`src/rtl/cms_pkg.sv`:
```
// Constants for the control mode select latch: modes, states, map.
// Assumes a single 250 MHz clock domain and an APB register bus.
package cms_pkg;

	// Control modes latched at power-up
	typedef enum logic [1:0] {
		CMS_MODE_SPEED  = 2'h0,	// Native speed control
		CMS_MODE_POS    = 2'h1,	// Native position control
		CMS_MODE_LSPEED = 2'h2,	// Legacy-compatible speed control
		CMS_MODE_LPOS   = 2'h3	// Legacy-compatible position control
	} cms_mode_t;

	// Sequencer states, Gray coded along settle, restore, run
	typedef enum logic [2:0] {
		CMS_ST_SETTLE  = 3'h0,	// Waiting for switch synchronisers
		CMS_ST_RESTORE = 3'h1,	// Writing mode defaults
		CMS_ST_RUN     = 3'h3,	// Normal operation
		CMS_ST_ERROR   = 3'h2	// Illegal switch set, locked
	} cms_state_t;

	// Register byte offsets
	localparam logic [11:0] CMS_OFS_STATUS   = 12'h000;	// Mode and state, read only
	localparam logic [11:0] CMS_OFS_IN8_FUNC = 12'h004;	// Input 8 function select
	localparam logic [11:0] CMS_OFS_SWITCH   = 12'h008;	// Live switch levels, read only
	localparam logic [11:0] CMS_OFS_OPDATA   = 12'h040;	// First operation data word

	// Status field positions
	localparam int CMS_ST_MODE_LSB = 0;	// Two mode bits
	localparam int CMS_ST_LEGACY   = 2;	// Legacy mapping active
	localparam int CMS_ST_CFG_ERR  = 3;	// Configuration error
	localparam int CMS_ST_RESTORED = 4;	// Defaults were reloaded
	localparam int CMS_ST_LATCHED  = 5;	// Mode has been latched

	// Input 8 function codes
	localparam logic [3:0] CMS_FUNC_NONE   = 4'h0;	// No function, value after reset
	localparam logic [3:0] CMS_FUNC_THERMO = 4'h1;	// Thermostat overheat input

	// Counts and defaults
	localparam logic [2:0]  CMS_SETTLE_CYC  = 3'h4;	// Cycles before switches are trusted
	localparam int          CMS_OPDATA_NUM  = 16;	// Stored operation data entries
	localparam logic [31:0] CMS_DEF_SPEED   = 32'h0000_0000;	// Default entry, speed modes
	localparam logic [31:0] CMS_DEF_POS     = 32'h0000_0000;	// Default entry, position modes

endpackage : cms_pkg

```
`src/rtl/cms_opdata_mem.sv`:
```
// Small operation data store, one write port and one registered read port.
// Assumes the caller never reads and writes the same cycle with a conflict.
`timescale 1ns/1ps
module cms_opdata_mem #(
	parameter int DEPTH = 16,	// Number of entries
	parameter int WIDTH = 32,	// Bits per entry
	parameter int AW    = 4	// Address width
) (
	input  wire logic             clk_i,	// Core clock
	input  wire logic             rst_b_i,	// Sync reset, active low
	input  wire logic             we_i,	// Write strobe
	input  wire logic [AW-1:0]    waddr_i,	// Write address
	input  wire logic [WIDTH-1:0] wdata_i,	// Write data
	input  wire logic [AW-1:0]    raddr_i,	// Read address
	output logic      [WIDTH-1:0] rdata_o	// Registered read data
);

	// All storage in one struct
	typedef struct packed {
		logic [DEPTH-1:0][WIDTH-1:0] mem;	// Entries
		logic [WIDTH-1:0]            rdata;	// Read register
	} cms_mem_t;

	cms_mem_t q_r;	// Current state
	cms_mem_t q_nxt;	// Next state

	// Entries keep their contents through reset; only the read register clears
	always_comb
	begin
		q_nxt       = q_r;
		q_nxt.rdata = q_r.mem[raddr_i];
		if (we_i)
		begin
			q_nxt.mem[waddr_i] = wdata_i;
		end
		if (!rst_b_i)
		begin
			q_nxt.rdata = '0;
		end
	end

	// State register
	always_ff @(posedge clk_i)
	begin
		q_r <= q_nxt;
	end

	assign rdata_o = q_r.rdata;

endmodule : cms_opdata_mem

```
`src/rtl/cms_mode_latch.sv`:
```
// Control mode select latch with APB register access and default restore.
// Assumes switch pins are asynchronous and the stored previous mode is synchronous.
//
// Overview of operation
// - Both switches off selects speed mode, 16 entries
// - Switch A on, B off selects position mode
// - A off, B and supply on: legacy speed
// - A, B and supply on: legacy position
// - Switches sampled once after reset only
// - Mode change reloads all parameters with defaults
// - Legacy modes use legacy signal mapping
// - Input 8 unused; thermostat only when assigned
//
// Local design decisions: register access over APB and the address map.
`timescale 1ns/1ps
module cms_mode_latch #(
	parameter int NUM_OPDATA = cms_pkg::CMS_OPDATA_NUM	// Operation data entries
) (
	input  wire logic        clk_i,	// Core clock, 250 MHz
	input  wire logic        rst_b_i,	// Sync reset, active low
	input  wire logic        mode_switch_a_i,	// Switch A pin, asynchronous
	input  wire logic        mode_switch_b_i,	// Switch B pin, asynchronous
	input  wire logic        supply_select_switch_i,	// Supply switch pin, asynchronous
	input  wire logic        general_input_8_i,	// Input 8 pin, asynchronous
	input  wire logic [1:0]  prev_mode_i,	// Mode stored at last power-up
	input  wire logic        prev_valid_i,	// Stored mode is valid
	input  wire logic        psel,	// APB select
	input  wire logic        penable,	// APB enable
	input  wire logic        pwrite,	// APB direction
	input  wire logic [11:0] paddr,	// APB byte address
	input  wire logic [31:0] pwdata,	// APB write data
	output logic      [31:0] prdata,	// APB read data
	output logic             pready,	// APB ready
	output logic             pslverr,	// APB error
	output logic      [1:0]  mode_o,	// Latched control mode
	output logic             mode_valid_o,	// Mode latched and usable
	output logic             legacy_map_o,	// Legacy signal mapping select
	output logic             cfg_error_o,	// Illegal switch combination
	output logic             motor_enable_o,	// Motor output permitted
	output logic             overheat_alarm_o	// Thermostat overheat alarm
);

	localparam int AW = $clog2(NUM_OPDATA);	// Entry index width

	// Whole module state
	typedef struct packed {
		cms_pkg::cms_state_t st;	// Sequencer state
		logic [2:0]          cnt;	// Settle counter
		logic [1:0]          mode;	// Latched mode
		logic                err;	// Configuration error
		logic                restored;	// Defaults reloaded this power-up
		logic [AW-1:0]       idx;	// Restore walk index
		logic [3:0]          in8_func;	// Input 8 function select
		logic [2:0]          sw_s1;	// Switch sync, first stage
		logic [2:0]          sw_s2;	// Switch sync, second stage
		logic                th_s1;	// Input 8 sync, first stage
		logic                th_s2;	// Input 8 sync, second stage
		logic [31:0]         rdata;	// Register read data
		logic                mem_sel;	// Read addresses the data store
	} cms_regs_t;

	cms_regs_t q_r;	// Current state
	cms_regs_t q_nxt;	// Next state

	logic          setup;	// APB setup phase
	logic          access;	// APB access completing
	logic          in_mem;	// Address inside data store
	logic          mapped;	// Address decodes
	logic          latch_ev;	// Cycle the switches are judged
	logic          legal;	// Switch set is a defined mode
	logic [1:0]    new_mode;	// Decoded mode
	logic          we;	// Store write strobe
	logic [AW-1:0] waddr;	// Store write address
	logic [31:0]   wdata;	// Store write data
	logic [31:0]   mem_rdata;	// Store read data
	logic [31:0]   def_word;	// Default entry for latched mode

	// Address decode; the data store window is NUM_OPDATA words
	assign in_mem = (paddr >= cms_pkg::CMS_OFS_OPDATA) &&
		(paddr < cms_pkg::CMS_OFS_OPDATA + 12'(NUM_OPDATA * 4));
	assign mapped = in_mem || (paddr == cms_pkg::CMS_OFS_STATUS) ||
		(paddr == cms_pkg::CMS_OFS_IN8_FUNC) || (paddr == cms_pkg::CMS_OFS_SWITCH);
	assign setup  = psel && !penable;
	// Bus stalls while defaults are being written, so software never sees half a reload
	assign pready  = psel && penable && (q_r.st != cms_pkg::CMS_ST_RESTORE);
	assign access  = pready;
	assign pslverr = pready && !mapped;
	assign prdata  = q_r.mem_sel ? mem_rdata : q_r.rdata;

	assign latch_ev = (q_r.st == cms_pkg::CMS_ST_SETTLE) && (q_r.cnt == cms_pkg::CMS_SETTLE_CYC);

	// Switch decode: sw_s2 is {supply, B, A}
	always_comb
	begin
		legal    = 1'b1;
		new_mode = cms_pkg::CMS_MODE_SPEED;
		unique case (q_r.sw_s2)
			3'h0, 3'h4: new_mode = cms_pkg::CMS_MODE_SPEED;
			3'h1, 3'h5: new_mode = cms_pkg::CMS_MODE_POS;
			3'h6:       new_mode = cms_pkg::CMS_MODE_LSPEED;
			3'h7:       new_mode = cms_pkg::CMS_MODE_LPOS;
			3'h2, 3'h3: legal = 1'b0;
		endcase
	end

	// Default entry depends on the mode just latched
	assign def_word = q_r.mode[0] ? cms_pkg::CMS_DEF_POS : cms_pkg::CMS_DEF_SPEED;

	// Store port: restore walk owns it, otherwise bus writes in run state
	always_comb
	begin
		we    = 1'b0;
		waddr = paddr[AW+1:2];
		wdata = pwdata;
		if (q_r.st == cms_pkg::CMS_ST_RESTORE)
		begin
			we    = 1'b1;
			waddr = q_r.idx;
			wdata = def_word;
		end
		else if (access && pwrite && in_mem && (q_r.st == cms_pkg::CMS_ST_RUN))
		begin
			we = 1'b1;
		end
	end

	// Next state of the whole block
	always_comb
	begin
		q_nxt       = q_r;
		q_nxt.sw_s1 = {supply_select_switch_i, mode_switch_b_i, mode_switch_a_i};
		q_nxt.sw_s2 = q_r.sw_s1;
		q_nxt.th_s1 = general_input_8_i;
		q_nxt.th_s2 = q_r.th_s1;

		// Sequencer
		unique case (q_r.st)
			cms_pkg::CMS_ST_SETTLE:
			begin
				q_nxt.cnt = q_r.cnt + 3'h1;
				if (latch_ev)
				begin
					q_nxt.cnt  = q_r.cnt;
					q_nxt.mode = new_mode;
					if (!legal)
					begin
						q_nxt.err = 1'b1;
						q_nxt.st  = cms_pkg::CMS_ST_ERROR;
					end
					else if (!prev_valid_i || (prev_mode_i != new_mode))
					begin
						q_nxt.st  = cms_pkg::CMS_ST_RESTORE;
						q_nxt.idx = '0;
					end
					else
					begin
						q_nxt.st = cms_pkg::CMS_ST_RUN;
					end
				end
			end
			cms_pkg::CMS_ST_RESTORE:
			begin
				// Parameters return to their defaults, input 8 back to no function
				q_nxt.in8_func = cms_pkg::CMS_FUNC_NONE;
				q_nxt.idx      = q_r.idx + AW'(1);
				if (q_r.idx == AW'(NUM_OPDATA - 1))
				begin
					q_nxt.restored = 1'b1;
					q_nxt.st       = cms_pkg::CMS_ST_RUN;
				end
			end
			cms_pkg::CMS_ST_RUN:
			begin
				// Mode stays as latched; later switch moves are ignored
				q_nxt.st = cms_pkg::CMS_ST_RUN;
			end
			cms_pkg::CMS_ST_ERROR:
			begin
				// Locked until reset; motor stays off
				q_nxt.st = cms_pkg::CMS_ST_ERROR;
			end
		endcase

		// Register writes take effect on the completing edge
		if (access && pwrite && (paddr == cms_pkg::CMS_OFS_IN8_FUNC) &&
			(q_r.st == cms_pkg::CMS_ST_RUN))
		begin
			q_nxt.in8_func = pwdata[3:0];
		end

		// Read data captured in setup so it comes from a register
		if (setup)
		begin
			q_nxt.mem_sel = in_mem;
			q_nxt.rdata   = '0;
			if (paddr == cms_pkg::CMS_OFS_STATUS)
			begin
				q_nxt.rdata[cms_pkg::CMS_ST_MODE_LSB +: 2] = q_r.mode;
				q_nxt.rdata[cms_pkg::CMS_ST_LEGACY]   = legacy_map_o;
				q_nxt.rdata[cms_pkg::CMS_ST_CFG_ERR]  = q_r.err;
				q_nxt.rdata[cms_pkg::CMS_ST_RESTORED] = q_r.restored;
				q_nxt.rdata[cms_pkg::CMS_ST_LATCHED]  = mode_valid_o;
			end
			else if (paddr == cms_pkg::CMS_OFS_IN8_FUNC)
			begin
				q_nxt.rdata[3:0] = q_r.in8_func;
			end
			else if (paddr == cms_pkg::CMS_OFS_SWITCH)
			begin
				q_nxt.rdata[2:0] = q_r.sw_s2;
			end
		end

		// Synchronous reset of control state; synchroniser stages clear too
		if (!rst_b_i)
		begin
			q_nxt = '0;
		end
	end

	// State register
	always_ff @(posedge clk_i)
	begin
		q_r <= q_nxt;
	end

	// Operation data store
	cms_opdata_mem #(
		.DEPTH (NUM_OPDATA),
		.WIDTH (32),
		.AW    (AW)
	) u_opdata (
		.clk_i   (clk_i),
		.rst_b_i (rst_b_i),
		.we_i    (we),
		.waddr_i (waddr),
		.wdata_i (wdata),
		.raddr_i (paddr[AW+1:2]),
		.rdata_o (mem_rdata)
	);

	// Outputs
	assign mode_o         = q_r.mode;
	assign mode_valid_o   = (q_r.st == cms_pkg::CMS_ST_RUN);
	assign legacy_map_o   = mode_valid_o && q_r.mode[1];
	assign cfg_error_o    = q_r.err;
	assign motor_enable_o = (q_r.st == cms_pkg::CMS_ST_RUN) && !q_r.err;
	// Thermostat is opened contact, seen as a low level on the assigned pin
	assign overheat_alarm_o = (q_r.in8_func == cms_pkg::CMS_FUNC_THERMO) && !q_r.th_s2;
endmodule : cms_mode_latch

```
`config.mk`:
```
export PLATFORM = sky130hd
export DESIGN_NAME = cms_mode_latch
export DESIGN_NICKNAME = d
export VERILOG_FILES = /design/src/rtl/cms_pkg.sv /design/src/rtl/cms_opdata_mem.sv /design/src/rtl/cms_mode_latch.sv
export SDC_FILE = /design/constraint.sdc
export NUM_CORES = 1
export LEC_CHECK = 0
export BUFFER_PORTS_ARGS = -buffer_cell sky130_fd_sc_hd__buf_4
export CAP_MARGIN = 20
export CORE_AREA = 3 3 183 256
export CTS_BUF_LIST = sky130_fd_sc_hd__clkbuf_4 sky130_fd_sc_hd__clkbuf_8
export CTS_CLUSTER_SIZE = 30
export DETAILED_ROUTE_END_ITERATION = 8
export DIE_AREA = 0 0 186 259
export GPL_TIMING_DRIVEN = 0
export PLACE_DENSITY = 0.67
export RECOVER_POWER = 100
export SYNTH_ARGS = -nofsm -noshare
export SYNTH_HDL_FRONTEND = slang
export SYNTH_HIERARCHICAL = 1
export SYNTH_SLANG_ARGS = --single-unit
```
`constraint.sdc`:
```
create_clock -name clk_i -period 9.3 [get_ports clk_i]
set_input_delay 0.93 -clock clk_i [delete_from_list [all_inputs] [get_ports clk_i]]
set_output_delay 0.93 -clock clk_i [all_outputs]
set_load 0.05 [all_outputs]
```
==> results by group, run 1 <==
Global route
  – First-pass GRT wire length: 84110 µm
  – Vias in the first global route: 13300
  – M2 GR Usage: 42.73%
  – Initial antenna violation count: 3
  – Grt ovf: 0
  – Total Routing Usage GR: 24.23%
  – Met3 GRT Util: 4.233%
  – Largest net degree at the start of global routing: 18
  – Global route hottest layer: met2
  – Met1 Use GR: 29.18%

Die
  – Die area: 48170 µm²
  – Core box area: 44890 µm²
  – Initial Util: 50.69%
  – Die width: 186 µm
  – Row count: 92
  – # IOs: 97
  – DIE HEIGHT: 259 µm

Power
  – Worst vdd ir: 121.2 µV
  – Pwr Density: 205.4 nW/µm²
  – Static leakage: 0.009315 µW

STA
  – Achievable Freq: 178.8 MHz
  – Worst-Margin Slew: 2187 ps
  – Endpoints failing setup: 0
  – Post-Route Setup TNS: 0 ps
  – RSZ-0062 raised after global routing: false
  – Min setup slack post-route: 3709 ps
  – Final Skew: 27.96 ps
  – Hold WS: 428.0 ps
  – Final Slew Violations: 208
  – Fin crit share: 60.12%
  – Final Hold Viols: 0
  – Relative slew slack: -46.34%
  – Min Tclk post-route: 5591 ps

Routing
  – Wire per inst: 25.76 µm
  – Drt total wl: 57570 µm
  – DRC Markers: 0
  – Initial drt markers: 1132
  – Routed Antenna Nets: 0
  – DR vias: 12910
  – First-pass DRT Iterations: 5
  – Vias/cell: 5.775

CTS
  – Post_cts resized: 0
  – CTS buffer count: 84
  – Clock insertion delay at the later pin of the skew report: 660 ps
  – CTS tree: yes
  – Number of setup buffers added after CTS: 0
  – Clk buf depth: 3
  – Clk root buf: clkbuf_8
  – Clk sinks: 576
  – # hold bufs at CTS: 0
  – H-Tree Depth: 3
  – Clock transition at path regs: 60 ps

Finish
  – Area grow syn2layout: 14.31%
  – Nets: 1658
  – Fin area: 26010 µm²
  – Layout cells sized above 1: 18.98%
  – Commonest non-fill, non-tap cells in the layout: edfxtp_1 (512), mux2i_1 (223), buf_4 (121)
  – Commonest non-fill, non-tap cell in the layout: edfxtp_1
  – Non-Filler Instances: 2235

Logic synthesis
  – Share of flip-flops with an asynchronous set or reset: 0%
  – Cells after synthesis: 1368
  – Synthesized area: 22760 µm²
  – Main synth FF type: edfxtp_1
  – Syn nets: 1427
  – EDFF count, synth: 512
  – Yosys warns: 6
  – Seq/Total Area, Yosys: 73.20%
  – Distinct cells, synth: 53
  – Post-Synthesis Mean Instance Area: 16.63 µm²
  – Synth Register Bits: 576

Outcome
  – Status: finished with violations
  – Failing checks: capacitance limit, slew limit

Worst hold path
  – Tightest Hold Check Type: flip-flop to flip-flop
  – Min-delay src: q_r[39]

Placed design
  – Final Wtd Congestion: 0.8444
  – Inst Count DP: 2077
  – Placed Area: 24850 µm²
  – Final HPWL DP: 38440 µm
  – Number of I/O port buffers: 96
  – Setup WS pre-CTS: 5236 ps

Setup path
  – CP cell instances: nand2b_1 -> clkbuf_1 -> clkbuf_1 -> nand2_1 -> nand2_1 -> clkbuf_1 -> nand3_1 -> nor2_1 -> clkbuf_1
  – Critical path fanouts, max: 17
  – CP Data Required Time: 9520 ps
  – Worst setup path start: q_r[57]
  – Critical Path End Type: flip-flop
  – Max incr delay on CP: 1650 ps
  – Critical R2R Launch: q_r[57]
  – Most frequent CP cell: clkbuf_1
  – CP Class: flip-flop to flip-flop
  – Worst path arrival time: 5810 ps
  – Startpoint type of the worst setup path: flip-flop
  – Crit-path slowest cell: nor2_1
  – Buf/Inv on CP: 4
  – Critical path's top delay family: buffers and inverters

Job
  – Maxcap violations: 14
layer usage:
metal	vias to the layer above	wire, µm
met1	6532	21750
met3	128	3258
met4	0	2086
met5	-	0
met2	479	30470
li1	5768	-
flip-flops by register name (all words and copies together), names as in the netlist:
name / count
cfg_error_o: 1
mode_o: 2
q_r: 29
u_opdata/q_r: 512
u_opdata/rdata_o: 32
logic make-up after synthesis:
kind of cell,Yosys count,synth area share [%]
XOR/XNOR,3,0.1155
AO/OA/AOI/OAI,188,5.625
AND/OR/NAND/NOR,232,5.449
adder cells (fa/ha/maj),3,0.1650
multiplexers,249,12.04
buffers and inverters,117,3.415
flip-flops,576,73.20
area by class of cell:
class / count / area (µm²)
Timing Repair Buffer: 145 / 833.3
Multi-Input combinational cell: 675 / 5318
Antenna cell: 1 / 2.502
Buffer: 108 / 720.7
Inverter: 9 / 47.55
Fill cell: 3545 / 18880
Clock buffer: 129 / 1569
Sequential cell: 576 / 16660
Tap cell: 564 / 705.7
Clock inverter: 28 / 158.9
cell usage after synthesis (all sizes together), types with 3 or more instances:
library cell | instances | area [µm²]
buf | 70 | 584.3
o31ai | 3 | 22.52
clkbuf | 38 | 145.1
and3 | 3 | 18.77
nor2 | 26 | 100.1
a221oi | 19 | 166.4
mux4 | 19 | 427.9
nand2 | 70 | 262.8
inv | 8 | 30.03
mux2 | 7 | 78.83
nor3 | 11 | 55.05
dfxtp | 64 | 1281
nor2b | 5 | 31.28
mux2i | 223 | 2232
o22ai | 13 | 81.33
edfxtp | 512 | 15370
and2 | 70 | 439.2
nand4 | 3 | 25.02
o21ai | 44 | 220.2
nand3b | 3 | 22.52
ha | 3 | 37.54
a21oi | 15 | 75.07
nor4 | 7 | 65.06
nand2b | 6 | 37.54
a22oi | 90 | 675.7
nand3 | 19 | 95.09
power breakdown:
group	leakage, µW	total (µW)	internal, µW	switching [µW]
clock network	0.000912	2040	1110	935
logic	0.00327	385	126	259
registers	0.00513	2920	2900	14.2
final timing paths:
check / endpoint / slack, ps / cells past startpoint
setup reg to reg: u_opdata/q_r[521] / 3710 / 9
setup / recovery: u_opdata/q_r[521] / 3710 / 9
hold reg to reg: q_r[36] / 430 / 1
hold / removal: q_r[36] / 430 / 1
worst register-to-register path, cell delays in order (launching register included):
cell      delay, ps
dfxtp_1         410
nand2b_1        130
clkbuf_1        340
clkbuf_1        590
nand2_1         120
nand2_1         110
clkbuf_1        340
nand3_1         200
nor2_1         1650
clkbuf_1       1280
per-stage QoR:
stage	utilization [%]	power (µW)
2_1_floorplan	-	3211
3_3_place_gp	53.87	3345
3_5_place_dp	55.35	3368
4_1_cts	59.19	5401
5_1_grt	57.94	5538
6_report	57.94	5344
Power figures use the tool's default switching activity.
==> run 2, diff against run 1 <==
- PLACE_DENSITY: 0.67 -> 0.7
- clock period: 9.3 -> 4.6 ns (I/O delays scaled with it)
==> results by group, run 2 (synthesis gave the netlist of run 1 again) <==
Outcome
  – Status: finished with violations
  – Failing checks: capacitance limit, slew limit

CTS
  – Clock transition at path regs: 70 ps (about the same)
  – Clk buf depth: 3 (unchanged)
  – Clock insertion delay at the later pin of the skew report: 630 ps (-30 ps)
  – CTS buffer count: 82 (-2.4%)
  – Clk sinks: 576 (unchanged)
  – Number of setup buffers added after CTS: 0 (unchanged)
  – # hold bufs at CTS: 0 (unchanged)
  – H-Tree Depth: 3 (unchanged)
  – Post_cts resized: 0 (unchanged)
  – CTS tree: yes
  – Clk root buf: clkbuf_8

Finish
  – Fillers: 3388 (-4.4%)
  – Non-Filler Instances: 2217 (-0.81%)
  – Max reg flops: 512 (unchanged)
  – Commonest non-fill, non-tap cell in the layout: edfxtp_1
  – Layout cells sized above 1: 20.52% (+1.5 points)
  – Reg with most FFs: u_opdata/q_r
  – Util after Layout: 58.33% (+0.39 points)
  – Commonest non-fill, non-tap cells in the layout: edfxtp_1 (512), mux2i_1 (223), buf_4 (118)
  – Area grow syn2layout: 15.07%
  – Nets: 1646 (-0.72%)

Routing
  – DRC Markers: 0 (unchanged)
  – First-pass DRT Iterations: 5 (unchanged)
  – Drt total wl: 55250 µm (-4.0%)
  – Vias/cell: 5.782 (+0.12%)
  – DR vias: 12820 (-0.68%)
  – Wire per inst: 24.92 µm (-3.2%)
  – Initial drt markers: 1172 (+3.5%)
  – Routed Antenna Nets: 0 (unchanged)

Setup path
  – Worst path arrival time: 4610 ps (-1200 ps)
  – CP Data Required Time: 4880 ps (-4640 ps)
  – Crit-path slowest cell: nor3_1
  – Depth of the most critical reg-to-reg path: 9 (unchanged)
  – CP Class: flip-flop to flip-flop
  – CP cell instances: nand2b_1 -> clkbuf_1 -> clkbuf_1 -> nand2_1 -> nand2_1 -> nand2_1 -> nor3_1 -> buf_6 -> clkbuf_2
  – Startpoint type of the worst setup path: flip-flop
  – Max incr delay on CP: 1200 ps (-450 ps)
  – Critical Path End Type: flip-flop
  – Critical path fanouts, max: 10 (-7)
  – Most frequent CP cell: nand2_1

STA
  – Final Hold Viols: 0 (unchanged)
  – Final Skew: 22.72 ps (-5.238 ps)
  – Min Tclk post-route: 4323 ps (-1268 ps)
  – Worst-Margin Slew: 1633 ps (-554.1 ps)
  – Fin crit share: 93.98% (+34 points)
  – Relative slew slack: -9.864% (+36 points)
  – Endpoints failing setup: 0 (unchanged)
  – RSZ-0062 raised after global routing: false
  – Achievable Freq: 231.3 MHz (+29%)
  – Final Slew Violations: 38 (-82%)

Global route
  – Largest net degree at the start of global routing: 23 (+5)
  – Vias in the first global route: 13060 (-1.8%)
  – Total Routing Usage GR: 22.96% (-1.3 points)
  – Grt ovf: 0 (unchanged)
  – Initial antenna violation count: 1 (-2)
  – First-pass GRT wire length: 80180 µm (-4.7%)

Worst hold path
  – Tightest Hold Check Type: primary input to flip-flop
  – Worst Hold Path Cells: 2 (+1)

Die
  – Die width: 186 µm (unchanged)
  – Initial Util: 50.69% (unchanged)
  – Row count: 92 (unchanged)
  – # IOs: 97 (unchanged)
  – Die area: 48170 µm² (unchanged)
  – DIE HEIGHT: 259 µm (unchanged)
  – Core box area: 44890 µm² (unchanged)

Power
  – Static leakage: 0.009403 µW (+0.95%)
  – Worst vdd ir: 235.6 µV (+94%)
  – Pwr Density: 410.1 nW/µm² (+100%)

Placed design
  – Final HPWL DP: 37070 µm (-3.6%)
  – Number of I/O port buffers: 96 (unchanged)
  – Inst Count DP: 2066 (-0.53%)
  – Final Wtd Congestion: 0.8117 (-3.9%)

Job
  – Maxcap violations: 4 (-10)
==> run 2: stage by stage <==
step	setup slack [ps]	total power (µW)	hold slack, ps	instance area (µm²)	setup TNS (ps)
after floorplan	275.9	6492	411.9	22770	0
after detailed placement	493.8	6802	416.9	24830	0
after global placement	-2931	6756	417.8	24190	-928680
after global routing	168.3	11140	19.25	26190	0
final	276.8	10740	42.79	26190	0
after CTS	472.8	10830	2.386	26520	0
==> run 2: final cells by class <==
cell class	instances	area [µm²]	area share (%)
Tap cell	564	705.7	2.695
Sequential cell	576	16660	63.61
Clock inverter	25	167.7	0.6403
Buffer	108	719.4	2.748
Multi-Input combinational cell	675	5363	20.48
Inverter	9	47.55	0.1816
Timing Repair Buffer	135	998.5	3.813
Clock buffer	124	1525	5.825
Antenna cell	1	2.502	0.009557
==> run 2: report_power, final <==
group | total (µW) | switching [µW] | internal (µW)
Clock | 4060 | 1830 | 2230
Combinational | 781 | 520 | 260
Sequential | 5900 | 27.6 | 5870
==> run 2: worst max-delay path: cells and delay by family, from the launching register on <==
kind,cells,cell delay [ps]
buf+inv,4,1630
flops,1,440
simple gates,5,1890
==> run 2: per-layer routing <==
layer,global-route usage (%),wire length [µm],vias to the layer above
li1,-,-,5738
met1,26.91,19840,6408
met2,41.02,29310,539
met3,4.472,3805,134
met4,9.625,2288,0
met5,0,0,-
==> run 2: final timing paths <==
check             startpoint                 to  slack (ps)
min reg2reg          q_r[39]            q_r[36]         440
max                  q_r[57]  u_opdata/q_r[212]         280
min          mode_switch_a_i            q_r[38]          40
max reg2reg          q_r[57]  u_opdata/q_r[212]         280
